--- src/logic/scmc_map.svh ---
`ifndef SCMC_MAP_SVH
`define SCMC_MAP_SVH

// register byte offsets on the apb window
`define SCMC_OFS_MODE       8'h00
`define SCMC_OFS_ADDR_CHAR  8'h04
`define SCMC_OFS_FLAG_CHAR  8'h08
`define SCMC_OFS_MISC_CTRL  8'h0c
`define SCMC_OFS_OPTIONS    8'h10
`define SCMC_OFS_STATUS     8'h14

// misc_mode_parameters field positions
`define SCMC_RATE_HI        7
`define SCMC_RATE_LO        6
`define SCMC_SYNC_HI        5
`define SCMC_SYNC_LO        4
`define SCMC_STOP_HI        3
`define SCMC_STOP_LO        2

// misc_tx_rx_control_reg and options bits
`define SCMC_MISC_SIX_BIT   1
`define SCMC_OPT_EXT_READ   0
`define SCMC_OPT_LOAD_INH   1
`define SCMC_OPT_EXT_SYNC   2

// reset values; stop field bit 2 comes up set
`define SCMC_MODE_RST       8'h04
`define SCMC_CHAR_RST       8'h00
`define SCMC_OPT_RST        3'h0

`define SCMC_STOP_SYNC      2'h0
`define SCMC_CHAR_BITS      4'h8

`endif

--- src/logic/scmc_pkg.sv ---
package scmc_pkg;

  typedef enum logic [1:0] {
    SCMC_MONO,
    SCMC_BISYNC,
    SCMC_SDLC,
    SCMC_RESERVED
  } scmc_sync_sel_t;

  typedef enum logic [1:0] {
    SCMC_W6,
    SCMC_W8,
    SCMC_W12,
    SCMC_W16
  } scmc_width_t;

  typedef enum {
    SCMC_HUNT,
    SCMC_SYNCED
  } scmc_rx_state_t;

  typedef struct packed {
    logic [7:0]     mode;
    logic           mode_written;
    logic [7:0]     addr_char;
    logic [7:0]     flag_char;
    logic [7:0]     misc_ctrl;
    logic [2:0]     opt;
    logic [31:0]    rdata;
    logic           slverr;
    scmc_rx_state_t rx_state;
    logic [15:0]    rx_sh;
    logic [3:0]     rx_cnt;
    logic [7:0]     rx_char;
    logic           rx_valid;
    logic [15:0]    tx_sh;
    logic [3:0]     tx_cnt;
    logic           tx_bit;
  } scmc_state_t;

endpackage

--- src/logic/scmc_if.sv ---
`timescale 1ns/1ps
interface scmc_if;
  import scmc_pkg::*;

  logic [15:0] window;
  logic [7:0]  flag_char;
  logic [7:0]  addr_char;
  scmc_width_t width;
  logic        match;

  modport hunter (
    output window,
    output flag_char,
    output addr_char,
    output width,
    input  match
  );

  modport matcher (
    input  window,
    input  flag_char,
    input  addr_char,
    input  width,
    output match
  );
endinterface

--- src/logic/scmc_sync_match.sv ---
`timescale 1ns/1ps
module scmc_sync_match (
  scmc_if.matcher m
);
  import scmc_pkg::*;

  // newest bit sits at window[15]; the flag char arrives first, so it is the low part
  always_comb begin
    case (m.width)
      SCMC_W6:  m.match = (m.window[15:10] == m.flag_char[5:0]);
      SCMC_W8:  m.match = (m.window[15:8] == m.flag_char);
      SCMC_W12: m.match = (m.window[15:4] == {m.addr_char[5:0], m.flag_char[5:0]});
      SCMC_W16: m.match = (m.window == {m.addr_char, m.flag_char});
      default:  m.match = 1'b0;
    endcase
  end
endmodule

--- src/logic/scmc_top.sv ---
// Overview of operation
// [RULE_01] clock rate field 00/01/10/11 selects 1X, 16X, 32X, 64X multiplier.
// [RULE_02] synchronous modes force 1X and ignore clock rate, unless external sync.
// [RULE_03] sync mode field only matters when stop bits field selects synchronous.
// [RULE_04] monosync receiver aligns on a character equal to sync_flag_char_reg.
// [RULE_05] monosync transmitter idles with sync_address_char_reg when no data waits.
// [RULE_06] monosync sync character is six or eight bits per misc_tx_rx_control_reg.
// [RULE_07] monosync with load inhibit drops received chars equal to sync_address_char_reg.
// [RULE_08] bisync uses flag char joined with address char for hunt and idle fill.
// [RULE_09] bisync receive pattern is 12 or 16 bits; transmit pattern always 16.
// [RULE_10] software loads flag 01111110 into sync_flag_char_reg before SDLC.
// [RULE_11] software places station address in sync_address_char_reg for SDLC search.
// [RULE_12] software picks SDLC crc polynomial in transmit_control_reg.
// [RULE_13] software never writes the reserved sync mode code 11.
// [RULE_14] software writes this mode register before the other channel registers.
// [RULE_15] with extended read on, reads return the written mode; otherwise write-only.
// [RULE_16] stop field 00 is synchronous and 1X; 01/10/11 async with 1, 1.5, 2 stops.
// [RULE_17] no mode is assumed until software has written the mode register.
`timescale 1ns/1ps
`include "scmc_map.svh"
module scmc_top (
  input  wire logic               clk,
  input  wire logic               rst,
  input  wire logic               psel,
  input  wire logic               penable,
  input  wire logic               pwrite,
  input  wire logic [7:0]         paddr,
  input  wire logic [31:0]        pwdata,
  output logic [31:0]             prdata,
  output logic                    pready,
  output logic                    pslverr,
  input  wire logic               rx_bit,
  input  wire logic               rx_bit_valid,
  input  wire logic               rx_hunt,
  output logic [7:0]              rx_char,
  output logic                    rx_char_valid,
  output logic                    rx_synced,
  input  wire logic               tx_bit_req,
  input  wire logic [7:0]         tx_data,
  input  wire logic               tx_data_valid,
  output logic                    tx_data_ready,
  output logic                    tx_bit,
  output logic [6:0]              rate_mult,
  output logic                    sync_mode_on,
  output scmc_pkg::scmc_sync_sel_t sync_sel,
  output logic                    mode_valid
);
  import scmc_pkg::*;

  scmc_state_t s;
  scmc_state_t next_s;
  scmc_if      mif ();

  scmc_sync_match u_match (
    .m (mif.matcher)
  );

  logic [1:0]  stop_field;
  logic [1:0]  rate_field;
  logic [1:0]  rate_eff;
  logic        six_bit;
  logic        hunt_mode;
  logic        load_inh;
  logic        setup;
  logic        wr_access;
  logic        wr_mode;
  logic [15:0] rx_next_sh;
  logic [7:0]  rx_next_char;
  logic [15:0] fill_word;
  logic [3:0]  fill_len;
  logic [15:0] load_word;
  logic [3:0]  load_len;
  logic        tx_load;

  assign stop_field = s.mode[`SCMC_STOP_HI:`SCMC_STOP_LO];
  assign rate_field = s.mode[`SCMC_RATE_HI:`SCMC_RATE_LO];
  assign six_bit    = s.misc_ctrl[`SCMC_MISC_SIX_BIT];
  assign load_inh   = s.opt[`SCMC_OPT_LOAD_INH];
  assign mode_valid = s.mode_written;

  // until the first mode write the channel behaves as if asynchronous
  assign sync_mode_on = s.mode_written && (stop_field == `SCMC_STOP_SYNC); // [RULE_16] [RULE_17]

  // sync field is only honoured when the stop field selects synchronous
  always_comb begin
    if (sync_mode_on) begin
      sync_sel = scmc_sync_sel_t'(s.mode[`SCMC_SYNC_HI:`SCMC_SYNC_LO]); // [RULE_03]
    end else begin
      sync_sel = SCMC_RESERVED;
    end
  end

  // the reserved code neither hunts nor fills; it is treated as idle line
  assign hunt_mode = sync_mode_on && (sync_sel != SCMC_RESERVED);

  assign rate_eff = (sync_mode_on && !s.opt[`SCMC_OPT_EXT_SYNC]) ? 2'h0 : rate_field; // [RULE_02] [RULE_16]

  always_comb begin
    case (rate_eff)
      2'h0:    rate_mult = 7'h01; // [RULE_01]
      2'h1:    rate_mult = 7'h10; // [RULE_01]
      2'h2:    rate_mult = 7'h20; // [RULE_01]
      default: rate_mult = 7'h40; // [RULE_01]
    endcase
  end

  // apb: decode in setup, answer in the first access cycle
  assign setup     = psel && !penable;
  assign wr_access = psel && penable && pwrite && !s.slverr;
  assign wr_mode   = wr_access && (paddr == `SCMC_OFS_MODE);
  assign pready    = 1'b1;
  assign pslverr   = psel && penable && s.slverr;
  assign prdata    = s.rdata;

  // hunt pattern width follows the sync mode and the six-bit option
  assign rx_next_sh     = {rx_bit, s.rx_sh[15:1]};
  assign rx_next_char   = rx_next_sh[15:8];
  assign mif.window     = rx_next_sh;
  assign mif.flag_char  = s.flag_char;
  assign mif.addr_char  = s.addr_char;

  always_comb begin
    case (sync_sel)
      SCMC_MONO:   mif.width = six_bit ? SCMC_W6 : SCMC_W8;   // [RULE_04] [RULE_06]
      SCMC_BISYNC: mif.width = six_bit ? SCMC_W12 : SCMC_W16; // [RULE_08] [RULE_09]
      default:     mif.width = SCMC_W8;
    endcase
  end

  // idle fill chosen per mode; async line idles at mark
  always_comb begin
    case (sync_sel)
      SCMC_MONO: begin
        fill_word = {8'h00, s.addr_char}; // [RULE_05]
        fill_len  = six_bit ? 4'h5 : 4'h7; // [RULE_06]
      end
      SCMC_BISYNC: begin
        fill_word = {s.addr_char, s.flag_char}; // [RULE_08]
        fill_len  = 4'hf; // [RULE_09]
      end
      SCMC_SDLC: begin
        fill_word = {8'h00, s.flag_char};
        fill_len  = 4'h7;
      end
      default: begin
        fill_word = 16'hffff;
        fill_len  = 4'h0;
      end
    endcase
  end

  assign tx_load       = tx_bit_req && (s.tx_cnt == 4'h0);
  // lengths count the bits still owed after the load bit, so sixteen fits in four bits
  assign tx_data_ready = tx_load && hunt_mode && tx_data_valid;

  always_comb begin
    if (tx_data_ready && tx_data_valid) begin
      load_word = {8'h00, tx_data};
      load_len  = `SCMC_CHAR_BITS - 4'h1;
    end else begin
      load_word = fill_word;
      load_len  = fill_len;
    end
  end

  always_comb begin
    next_s          = s;
    next_s.rx_valid = 1'b0;
    next_s.slverr   = 1'b0;

    if (setup) begin
      next_s.rdata  = 32'h0000_0000;
      next_s.slverr = 1'b0;
      case (paddr)
        `SCMC_OFS_MODE: begin
          if (s.opt[`SCMC_OPT_EXT_READ]) begin
            next_s.rdata = {24'h000000, s.mode}; // [RULE_15]
          end
        end
        `SCMC_OFS_ADDR_CHAR: next_s.rdata = {24'h000000, s.addr_char};
        `SCMC_OFS_FLAG_CHAR: next_s.rdata = {24'h000000, s.flag_char};
        `SCMC_OFS_MISC_CTRL: next_s.rdata = {24'h000000, s.misc_ctrl};
        `SCMC_OFS_OPTIONS:   next_s.rdata = {29'h00000000, s.opt};
        `SCMC_OFS_STATUS: begin
          next_s.rdata = {25'h0000000, (s.rx_state == SCMC_SYNCED), s.mode_written,
                          sync_mode_on, sync_sel, rate_eff};
          next_s.slverr = pwrite;
        end
        default: next_s.slverr = 1'b1;
      endcase
    end else if (psel && penable) begin
      next_s.slverr = s.slverr;
    end

    if (wr_access) begin
      case (paddr)
        `SCMC_OFS_MODE: begin
          next_s.mode         = pwdata[7:0];
          next_s.mode_written = 1'b1; // [RULE_17]
        end
        `SCMC_OFS_ADDR_CHAR: next_s.addr_char = pwdata[7:0];
        `SCMC_OFS_FLAG_CHAR: next_s.flag_char = pwdata[7:0];
        `SCMC_OFS_MISC_CTRL: next_s.misc_ctrl = pwdata[7:0];
        `SCMC_OFS_OPTIONS:   next_s.opt = pwdata[2:0];
        default: begin
        end
      endcase
    end

    // receiver hunt and character framing
    if (rx_bit_valid) begin
      next_s.rx_sh = rx_next_sh;
    end
    case (s.rx_state)
      SCMC_HUNT: begin
        if (rx_bit_valid && hunt_mode && mif.match) begin
          next_s.rx_state = SCMC_SYNCED; // [RULE_04] [RULE_08]
          next_s.rx_cnt   = 4'h0;
        end
      end
      SCMC_SYNCED: begin
        if (rx_bit_valid) begin
          if (sync_sel == SCMC_SDLC && mif.match) begin
            // flags realign framing and are never data
            next_s.rx_cnt = 4'h0;
          end else if (s.rx_cnt == `SCMC_CHAR_BITS - 4'h1) begin
            next_s.rx_cnt = 4'h0;
            // compare is always eight bits wide
            if (!(sync_sel == SCMC_MONO && load_inh && rx_next_char == s.addr_char)) begin // [RULE_07]
              next_s.rx_char  = rx_next_char;
              next_s.rx_valid = 1'b1;
            end
          end else begin
            next_s.rx_cnt = s.rx_cnt + 4'h1;
          end
        end
      end
      default: next_s.rx_state = SCMC_HUNT;
    endcase
    // a mode change invalidates alignment
    if (rx_hunt || wr_mode || !hunt_mode) begin
      next_s.rx_state = SCMC_HUNT;
      next_s.rx_cnt   = 4'h0;
    end

    // transmitter shifts lsb first, one bit per request
    if (tx_load) begin
      next_s.tx_bit = load_word[0];
      next_s.tx_sh  = {1'b0, load_word[15:1]};
      next_s.tx_cnt = load_len;
    end else if (tx_bit_req) begin
      next_s.tx_bit = s.tx_sh[0];
      next_s.tx_sh  = {1'b0, s.tx_sh[15:1]};
      next_s.tx_cnt = s.tx_cnt - 4'h1;
    end
  end

  // bisync loads a count of 15 after its first bit, giving sixteen bits in all
  always_ff @(posedge clk) begin
    if (rst) begin
      s              <= '0;
      s.mode         <= `SCMC_MODE_RST;
      s.addr_char    <= `SCMC_CHAR_RST;
      s.flag_char    <= `SCMC_CHAR_RST;
      s.misc_ctrl    <= `SCMC_CHAR_RST;
      s.opt          <= `SCMC_OPT_RST;
      s.rx_state     <= SCMC_HUNT;
      s.tx_bit       <= 1'b1;
    end else begin
      s <= next_s;
    end
  end

  assign rx_char       = s.rx_char;
  assign rx_char_valid = s.rx_valid;
  assign rx_synced     = (s.rx_state == SCMC_SYNCED);
  assign tx_bit        = s.tx_bit;

endmodule

--- config.mk ---
export PLATFORM = sky130hd
export DESIGN_NAME = scmc_top
export DESIGN_NICKNAME = d
export VERILOG_FILES = /design/src/logic/scmc_pkg.sv /design/src/logic/scmc_if.sv /design/src/logic/scmc_sync_match.sv /design/src/logic/scmc_top.sv
export VERILOG_INCLUDE_DIRS = /design/src /design/src/logic
export SDC_FILE = /design/constraint.sdc
export NUM_CORES = 1
export LEC_CHECK = 0
export BUFFER_PORTS_ARGS = -buffer_cell sky130_fd_sc_hd__buf_2
export CORE_UTILIZATION = 40
export DETAILED_ROUTE_END_ITERATION = 8
export HOLD_SLACK_MARGIN = 0.03
export PLACE_DENSITY = 0.73
export REMOVE_ABC_BUFFERS = 1
export SLEW_MARGIN = 5
export SYNTH_ARGS = -nofsm -noshare
export SYNTH_HDL_FRONTEND = slang
export SYNTH_SLANG_ARGS = --single-unit
--- constraint.sdc ---
create_clock -name clk -period 4.65 [get_ports clk]
set_input_delay 0.2325 -clock clk [delete_from_list [all_inputs] [get_ports clk]]
set_output_delay 0.2325 -clock clk [all_outputs]
set_load 0.01 [all_outputs]
Yosys cells after proc, flatten, opt, wreduce, memory -nomap -nowiden
Cells that the tools add are included.

Bitwise operators: 5. $add $sub $neg: 2. Reductions and logical operators: 44. Multiplexer cells: 29. Equality and inequality tests: 24.

Operator list (number): $pmux W32 S6 (1); $pmux W32 S2 (1); $pmux W16 S3 (1); $mux W20 (2); $eq A32 B1 Y1 const B (1); $eq A32 B2 Y1 const B (1); $logic_not A32 Y1 (1); $mux W32 (1); $mux W9 (3); $pmux W7 S3 (1); $logic_and A1 B1 Y1 (18); $eq A16 B16 Y1 (1); $eq A8 B4 Y1 const B (2); $eq A8 B5 Y1 const B (2); $eq A8 B8 Y1 (2); $mux W16 (1); $mux W4 (4); $mux W13 (1); $eq A12 B12 Y1 (1); $pmux W4 S3 (1); $reduce_and A2 Y1 (6); $reduce_or A5 Y1 (2); $eq A2 B2 Y1 const B (4); $eq A8 B3 Y1 const B (1); 23 further kinds (45).

Word-level logic and storage cells: 120. Flip-flop bits (word level): 150. Input port bits: 58. Output and inout bits: 57.

Depth between registers and ports, before layout
Gate-level depths: netlist of run 1.

Depth in word-level cells: 11. Gate-level depth with buffers: 14. Gate-level depth less buffers: 12.

Cells and area by module
From an unflattened synthesis of run 1, not the netlist that was laid out.

Cell total of the unflattened synthesis: 642. Area total of the unflattened synthesis: 5602.9 um^2.

Modules (own cells, without submodules): scmc_top (cells an instance 581, times used 1, seq. area each 1881.8 um^2, area each 5091.1 um^2); scmc_sync_match (cells an instance 61, times used 1, seq. area each 0.0 um^2, area each 511.7 um^2).

Least setup slack after synthesis of run 1
Ideal clock, no wire load.

Path kind: register -> register. From: register s (netlist bit mode_valid). To: register s (netlist bit rx_char[0]). Buffers on the path: 2. Data required time: 4.522 ns. Path slack: 1.791 ns. Setup time: 0.128 ns. Clock period less this slack: 2.859 ns. Cell stages (with the launch flop): 14. Arrival: 2.731 ns. Path through: dfxtp_1 -> or3b_1 -> clkbuf_1 -> inv_1 -> nand2b_1 -> inv_1 -> ha_1 -> nor2_1 -> o21a_1 -> o311a_4 -> o31ai_4 -> buf_6 -> mux2i_1 -> nor2_1.

Longest elaborated chain between the ends: 9. Elaborated cells on any way between the ends: 17. Those cells by class: eq/ne (5); mux (3); bitwise (2); reduce/logical (7).

Ends and longest elaborated chain: from (decl) (line scmc_top.sv:50) `scmc_state_t s;`; from (signal assigned) (line scmc_top.sv:270) `s <= next_s;`; $logic_and A1 B1 Y1 (*) (line scmc_top.sv:82) `` assign sync_mode_on = s.mode_written && (stop_field == `SCMC_STOP_SYNC); ``; named net sync_mode_on (line scmc_top.sv:44) `output logic sync_mode_on,`; $mux W2 (*) (line scmc_top.sv:86) `if (sync_mode_on) begin`; named net sync_sel[0] (line scmc_top.sv:45) `output scmc_pkg::scmc_sync_sel_t sync_sel,`; $eq A2 B1 Y1 / $logic_not A2 Y1 (equally long branches) (line scmc_top.sv:123, scmc_top.sv:229); $pmux W2 S2 (line scmc_top.sv:123) `case (sync_sel)`; $eq A2 B2 Y1, or another cell as far along (line scmc_sync_match.sv:9) `case (m.width)`; $pmux W1 S4 (line scmc_sync_match.sv:9); $logic_and A1 B1 Y1 (line scmc_top.sv:223) `if (sync_sel == SCMC_SDLC && mif.match) begin`; $not A1 Y1 (no line); $reduce_and A5 Y1 (no line) (*).

The timed path passes the listed nets; every way through them passes the cells marked *. A chain may end at the register's enable or synchronous reset.

Final worst setup path of run 1
From: register s (netlist bit mode_valid). To: register s (netlist bit rx_char[4]).

Longest elaborated chain between the ends: 9. Elaborated cells on any way between the ends: 17. Those cells by class: eq/ne (5); mux (3); bitwise (2); reduce/logical (7).

Ends and longest elaborated chain (line): $logic_and A1 B1 Y1 (*) (scmc_top.sv:82); $mux W2 (*) (scmc_top.sv:86); $eq A2 B1 Y1 / $logic_not A2 Y1 (equally long branches) (scmc_top.sv:123, scmc_top.sv:229); $pmux W2 S2 (scmc_top.sv:123); $eq A2 B2 Y1, or another cell as far along (scmc_sync_match.sv:9); $pmux W1 S4 (scmc_sync_match.sv:9); $logic_and A1 B1 Y1 (scmc_top.sv:223); $not A1 Y1 (no line); $reduce_and A5 Y1 (no line) (*).

Every way passes the cells marked *; elsewhere a longest branch is shown, timed or not.

==> results of run 1 <==
state kept, by name (all words and copies together) (netlist names), 2 cells and up:
| signal | flops |
|---|---|
| prdata | 8 |
| rate_field | 2 |
| mif.window | 15 |
| s | 41 |
| mif.flag_char | 8 |
| rx_char | 8 |
| mif.addr_char | 8 |
cell usage after synthesis (3+ instances only):
cell type / count
nand2_1: 22
nor2_1: 108
and3_1: 3
nor4_2: 3
a221oi_1: 18
or3_1: 3
buf_4: 46
xnor2_1: 12
a21oi_1: 13
a21o_1: 3
mux2i_1: 58
nor2b_1: 5
o21ai_0: 8
a2111oi_0: 7
a222oi_1: 5
a31oi_1: 3
a211oi_1: 3
nor3_1: 16
dfxtp_1: 94
nand2b_1: 4
buf_2: 15
inv_1: 14
o21ai_1: 12
clkbuf_1: 26
nor4_1: 5
ha_1: 7
nand4_1: 5
buf_6: 4
xor2_1: 30
a22oi_1: 9
nand3_1: 7
cells in the final DEF (no fill, tap or decap), types with 3 or more instances in the layout:
cell / netlist / layout
a22oi_1: 9 / 9
nor2b_1: 5 / 5
nor3_1: 16 / 16
nor4_1: 5 / 5
nand2_1: 22 / 22
nand4_1: 5 / 5
nor4_2: 3 / 3
a222oi_1: 5 / 5
xnor2_1: 12 / 12
o21ai_1: 12 / 12
dfxtp_1: 94 / 94
inv_1: 14 / 14
a221oi_1: 18 / 18
a211oi_1: 3 / 3
nand2b_1: 4 / 4
a21o_1: 3 / 3
conb_1: 2 / 28
nand3_1: 7 / 7
or3_1: 3 / 3
clkbuf_16: 0 / 9
bufinv_16: 0 / 3
clkbuf_8: 0 / 3
a21oi_1: 13 / 13
o21ai_0: 8 / 8
and3_1: 3 / 3
a2111oi_0: 7 / 7
ha_1: 7 / 7
a31oi_1: 3 / 3
buf_2: 15 / 62
xor2_1: 30 / 30
mux2i_1: 58 / 58
nor2_1: 108 / 108
through the flow:
step	worst slack, ns	hold WS, ns	cell area, sq um	power (W)
floorplan	1.51	0.302	4770	0.000954
global placement	1.27	0.444	5310	0.00101
detailed placement	1.12	0.444	5310	0.00102
CTS	1.11	0.156	5660	0.00189
global route	0.823	0.172	5660	0.00194
finish	1.11	0.165	5660	0.00188
cell type report:
type | count | area, sq um | area share, %
multi-input combinational | 428 | 2840 | 50.1
sequential | 94 | 1880 | 33.2
timing repair buffer | 63 | 318 | 5.61
clock buffer | 12 | 267 | 4.71
tap | 172 | 215 | 3.80
clock inverter | 3 | 90.1 | 1.59
inverter | 14 | 52.6 | 0.928
where the power goes:
group          internal [W]  total, W  switching (W)  leakage (nW)
clock              0.000566  0.000872       0.000306         0.175
sequential         0.000828  0.000844      0.0000156         0.763
combinational     0.0000574  0.000160       0.000103          1.60
critical path, stage by stage (launching register included):
cell      delay (ns)
dfxtp_1         0.38
or3b_1          0.51
inv_1           0.15
nand2b_1        0.17
inv_1           0.13
ha_1            0.37
nor2_1          0.09
o21a_1          0.24
o311a_4         0.43
o31ai_4         0.59
mux2i_1         0.25
nor2_1          0.06
cell families (layout without fill, tap and decap cells):
family,count (synthesis),count (layout)
flops,94,94
mux,58,58
compound gates,95,95
buf+inv,107,92
fa+ha+maj,7,7
xor+xnor,42,42
simple gates,198,198
other cells,2,28
worst max-delay path by stage:
| stage | endpoint | slack (ns) |
|---|---|---|
| 3_5_place_dp | rx_char[4]$_SDFFE_PP0P_ | 1.12 |
| 6_report | rx_char[4]$_SDFFE_PP0P_ | 1.11 |
| 2_1_floorplan | rx_char[0]$_SDFFE_PP0P_ | 1.51 |
| 5_1_grt | rx_char[4]$_SDFFE_PP0P_ | 0.82 |
| 3_3_place_gp | rx_char[0]$_SDFFE_PP0P_ | 1.27 |
| 4_1_cts | rx_char[4]$_SDFFE_PP0P_ | 1.11 |
per-layer routing:
layer	GRT usage, %	share of wire (%)	wire length (microns)
met1	25.2	47	5770
met2	30.0	45	5540
met3	4.46	6.9	858
met4	6.58	1.7	213
met5	0	0	0
==> results.sh, run 1 <==
export IMPL_clkTransAtPathRegs_ns=0.06
export IMPL_synthMuxAreaShare_pct=11.1
export IMPL_netlist_area_sq_mm=0.00525
export IMPL_antenna_left=0
export IMPL_viasPerCell=5.39
export IMPL_wl_per_cell_microns=15.8
export IMPL_min_path_type="input port to flop"
export IMPL_n_fill_cell=1262
export IMPL_rows=41
export IMPL_synth_distinct_cells=61
export IMPL_syn_area_per_cell_sq_um=8.70
export IMPL_period_needed_ns=3.54
export IMPL_cts_hold_buffers=0
export IMPL_synth_fa_ha_area_share_pct=1.67
export IMPL_worstReg2RegEnd="rx_char[4]$_SDFFE_PP0P_"
export IMPL_hold_depth=2
export IMPL_fin_skew_ns=0.00802
export IMPL_io_buffers=62
export IMPL_yosysWarnings=0
export IMPL_vdd_drop_max_mv=0.187
export IMPL_cts_path_max_buffers=2
export IMPL_arrival_ns=3.74
export IMPL_track_usage_pct=19.0
export IMPL_status="complete, no violations"
export IMPL_routed_wl_microns=12400
export IMPL_core_area_sq_mm=0.0127
export IMPL_fin_util_pct=44.5
export IMPL_grt_max_degree=91
export IMPL_setup_tns_ns=0
export IMPL_worstMarginPinSlew_ns=1.19
export IMPL_finalSetupViolCount=0
export IMPL_relSlewSlack_pct=20.7
export IMPL_clk_latency_ns=0.35
export IMPL_p_per_area_mw_per_mm2=331
export IMPL_dp_hpwl_microns=8870
export IMPL_cts_sinks=94
export IMPL_drc=0
export IMPL_critical_path_reg2reg_startpoint="mode_valid$_SDFFE_PP0P_"
export IMPL_initial_core_util_pct=41.2
export IMPL_syn_inst=603
export IMPL_synth_simple_area_share_pct=18.5
export IMPL_reg2reg_depth=11
export IMPL_stdcell_count=786
export IMPL_slew_violations=0
export IMPL_gp_congestion=0.882
export IMPL_die_width_microns=117
export IMPL_placed_cells=771
export IMPL_async_flop_share_pct=0
export IMPL_drive_above_1_share_pct=16.1
export IMPL_via_count=4239
export IMPL_hold_path_end="s[145]$_SDFFE_PP1P_"
export IMPL_synthFlopType="dfxtp_1"
export IMPL_cts_tree="yes"
export IMPL_synth_top_family_by_area="simple AND/OR/NAND/NOR gates"
export IMPL_crit_fanout=11
export IMPL_synth_seq_area_share_pct=35.9
export IMPL_yosysTopAreaCell="dfxtp_1"
export IMPL_cp_end_kind="flop"
export IMPL_antennaDiodeCount=0
export IMPL_ys_ff_latch=94
export IMPL_yosysTopAreaCellShare_pct=35.9
export IMPL_post_cts_resize_count=0
export IMPL_first_pass_iters=5
export IMPL_synthTopCellsByArea="dfxtp_1 36%, mux2i_1 11%, nor2_1 7.7%"
export IMPL_fin_crit_sh_pct=76.1
export IMPL_synth_edf_count=0
export IMPL_max_freq_mhz=283
export IMPL_grt_setup_unrepaired="false"
export IMPL_drt_initial_drc_count=432
export IMPL_worstSetupPathType="flop to flop"
export IMPL_h_tree_depth=3
export IMPL_fin_nets=675
export IMPL_final_hold_violation_count=0
export IMPL_die_h_microns=117
export IMPL_cts_buffers=9
export IMPL_start_kind="flop"
export IMPL_dieArea_sq_mm=0.0136
export IMPL_postCtsSetupRepairBufs=0
export IMPL_max_cap_viol_count=0
export IMPL_grt_pass1_vias=3883
export IMPL_rrSetupSlack_ns=1.11
export IMPL_cp_startpoint="mode_valid$_SDFFE_PP0P_"
export IMPL_grt_overflow_total=0
export IMPL_antenna_found_initial=0
export IMPL_hp_start="pwdata[2]"
export IMPL_synth_xor_xnor_area_share_pct=7.01
export IMPL_io_pin_count=115
export IMPL_grt_pass1_wl_microns=19700
export IMPL_required_ns=4.85
export IMPL_leakagePower_nw=2.54
export IMPL_synth_compound_area_share_pct=13.9
export IMPL_cts_root_buf="clkbuf_16"
export IMPL_area_delta_synth_final_pct=7.94
No activity file was read; power rests on OpenSTA's default activity.
==> run 2, diff against run 1 <==
--- a/config.mk
+++ b/config.mk
@@ -6,6 +6,7 @@
 export SDC_FILE = /design/constraint.sdc
 export NUM_CORES = 1
 export LEC_CHECK = 0
+export ABC_AREA = 1
 export BUFFER_PORTS_ARGS = -buffer_cell sky130_fd_sc_hd__buf_2
 export CORE_UTILIZATION = 40
 export DETAILED_ROUTE_END_ITERATION = 8
==> constraint.sdc (replaced) <==
create_clock -name clk -period 3.6 [get_ports clk]
set_input_delay 0.18 -clock clk [delete_from_list [all_inputs] [get_ports clk]]
set_output_delay 0.18 -clock clk [all_outputs]
set_load 0.01 [all_outputs]
==> run 2 against run 1 <==
  * First-iteration DRC count down 6.7%
  * Flip-flop and latch count unchanged
  * Wire length is 13% higher
  * Cell area grew 1.9%
  * Non-clock buffer count up 3
  * Clock-buffer cell count is the same
  * Combinational power is 56% higher
  * Power up 21%
  * Clock power rose by 5.6%
  * Critical path type unchanged
  * Largest cell class unchanged
==> results.sh, run 2 <==
export IMPL_drt_initial_drc_count=403
export IMPL_seq_area_sq_mm=0.00188
export IMPL_first_pass_iters=5
export IMPL_synth_distinct_cells=37
export IMPL_gp_congestion=0.912
export IMPL_synth_xor_xnor_area_share_pct=3.63
export IMPL_cts_root_buf="clkbuf_16"
export IMPL_largest_register="s"
export IMPL_syn_area_per_cell_sq_um=6.86
export IMPL_cts_tree="yes"
export IMPL_fin_util_pct=45.2
export IMPL_synthTopCellsByArea="dfxtp_1 35%, nand2_1 10%, a21oi_1 8.0%"
export IMPL_die_h_microns=117
export IMPL_synthMuxAreaShare_pct=0
export IMPL_n_fill_cell=1338
export IMPL_cts_sinks=94
export IMPL_fin_skew_ns=0.00679
export IMPL_p_per_area_mw_per_mm2=395
export IMPL_syn_inst=774
export IMPL_synth_top_family_by_area="simple AND/OR/NAND/NOR gates"
export IMPL_worstSetupPathType="flop to flop"
export IMPL_fin_nets=867
export IMPL_clk_latency_ns=0.35
export IMPL_min_path_type="input port to flop"
export IMPL_grt_pass1_vias=4533
export IMPL_via_count=5055
export IMPL_ys_ff_latch=94
export IMPL_setup_tns_ns=0
export IMPL_synthTopCellsByCount="144 x nand2_1, 94 x dfxtp_1, 92 x inv_1"
export IMPL_multi_input_area_sq_mm=0.00266
export IMPL_io_pin_count=115
export IMPL_viasPerCell=5.16
export IMPL_track_usage_pct=21.7
export IMPL_rows=41
export IMPL_wl_per_cell_microns=14.3
export IMPL_grt_max_degree=67
export IMPL_yosysTopAreaCellShare_pct=35.5
export IMPL_dieArea_sq_mm=0.0137
export IMPL_antenna_left=0
export IMPL_h_tree_depth=3
export IMPL_initial_core_util_pct=41.6
export IMPL_leakagePower_nw=2.56
export IMPL_fin_crit_sh_pct=82.3
export IMPL_synthFlopType="dfxtp_1"
export IMPL_synth_edf_count=0
export IMPL_required_ns=3.85
export IMPL_cp_end_kind="flop"
export IMPL_relSlewSlack_pct=30.6
export IMPL_grt_setup_unrepaired="false"
export IMPL_routed_wl_microns=14000
export IMPL_final_hold_violation_count=0
export IMPL_period_needed_ns=2.96
export IMPL_synth_fa_ha_area_share_pct=1.65
export IMPL_largest_reg_flops=41
export IMPL_async_flop_share_pct=0
export IMPL_status="complete, no violations"
export IMPL_final_common_cell="nand2_1"
export IMPL_finalSetupViolCount=0
export IMPL_yosysTopAreaCell="dfxtp_1"
export IMPL_grt_pass1_wl_microns=22700
export IMPL_arrival_ns=3.21
export IMPL_synth_compound_area_share_pct=21.3
export IMPL_slew_violations=0
export IMPL_grt_overflow_total=0
export IMPL_synth_seq_area_share_pct=35.5
export IMPL_area_delta_synth_final_pct=8.68
export IMPL_clkTransAtPathRegs_ns=0.07
export IMPL_core_area_sq_mm=0.0128
export IMPL_io_buffers=62
export IMPL_max_cap_viol_count=0
export IMPL_antennaDiodeCount=0
export IMPL_rrSetupSlack_ns=0.64
export IMPL_max_freq_mhz=338
export IMPL_antenna_found_initial=0
export IMPL_cts_path_max_buffers=2
export IMPL_vdd_drop_max_mv=0.237
export IMPL_netlist_area_sq_mm=0.00531
export IMPL_die_width_microns=117
export IMPL_yosysMostFrequentCell="nand2_1"
export IMPL_dp_hpwl_microns=10000
export IMPL_crit_fanout=13
export IMPL_drc=0
export IMPL_final_cell_mix="144 x nand2_1, 94 x dfxtp_1, 92 x inv_1"
export IMPL_start_kind="flop"
export IMPL_yosysWarnings=0
export IMPL_synth_simple_area_share_pct=21.5
export IMPL_drive_above_1_share_pct=13.5
export IMPL_cts_buffers=9
export IMPL_post_cts_resize_count=0
export IMPL_worstMarginPinSlew_ns=1.04
export IMPL_cts_hold_buffers=0
export IMPL_postCtsSetupRepairBufs=0
==> run 2: changes by cell type after synthesis, moves of 10 or more <==
cell and change:
nand2_1 +122, inv_1 +78, a21oi_1 +72, o21ai_0 +71, mux2i_1 -58, nor2_1 -43, a221oi_1 -15, xor2_1 -13
nor3_1 -11, o21ai_1 -11, inv_2 +10, o22ai_1 +10
==> run 2: cell type report <==
class | instances | area share [%]
sequential | 94 | 32.6
clock inverter | 4 | 0.521
inverter | 102 | 6.64
clock buffer | 12 | 4.45
tap | 172 | 3.73
timing repair buffer | 66 | 5.90
multi-input combinational | 529 | 46.1
==> run 2: path summary, 6_finish.rpt <==
check,startpoint,endpoint,cells after the start
max,mode_valid$_SDFFE_PP0P_,rx_char[4]$_SDFFE_PP0P_,20
min,pwdata[5],mif.addr_char[5]$_SDFFE_PP0P_,3
max reg2reg,mode_valid$_SDFFE_PP0P_,rx_char[4]$_SDFFE_PP0P_,20
min reg2reg,s[124]$_SDFFE_PP0P_,s[124]$_SDFFE_PP0P_,2
==> run 2: power breakdown <==
part | internal [W] | switching (W)
registers | 0.00108 | 0.0000294
clock network | 0.000509 | 0.000413
logic | 0.0000881 | 0.000161
==> run 2: worst max-delay path, cell delays in order (launching register included) <==
cell     delay (ns)
dfxtp_1        0.37
inv_1          0.10
nor3_2         0.22
inv_1          0.12
nor2_1         0.31
inv_1          0.14
ha_1           0.25
inv_1          0.13
o21ai_0        0.12
nor2_2         0.16
inv_1          0.07
nor2_1         0.12
nand2_1        0.08
nand2_1        0.07
nand2_1        0.05
nand2_2        0.09
nand2_4        0.11
nand3_2        0.18
nand2_1        0.07
inv_1          0.07
nor2_2         0.03
==> run 2: layer usage <==
| layer | GRT usage [%] | wire length [microns] | up-vias |
|---|---|---|---|
| li1 | - | - | 2523 |
| met1 | 28.7 | 6290 | 2286 |
| met2 | 33.9 | 6270 | 214 |
| met3 | 4.94 | 955 | 32 |
| met4 | 9.54 | 436 | 0 |
| met5 | 0 | 0 | - |
==> run 2: stage by stage <==
stage               worst slack (ns)  power (W)  std cells  hold slack [ns]  instance area, sq um
finish                         0.638    0.00228        979            0.119                  5770
floorplan                      0.754    0.00129        725            0.249                  4930
CTS                            0.686    0.00229        979            0.111                  5770
global route                   0.294    0.00238        979            0.135                  5770
global placement               0.838    0.00137        963            0.438                  5480
detailed placement             0.779    0.00138        963            0.444                  5480
==> run 2: cells by family after synthesis <==
kind of cell / count (synthesis)
XOR/XNOR: 22
buffers and inverters: 177
flip-flops: 94
AND/OR/NAND/NOR: 265
AO/OA/AOI/OAI: 207
adder cells (fa/ha/maj): 7
other: 2
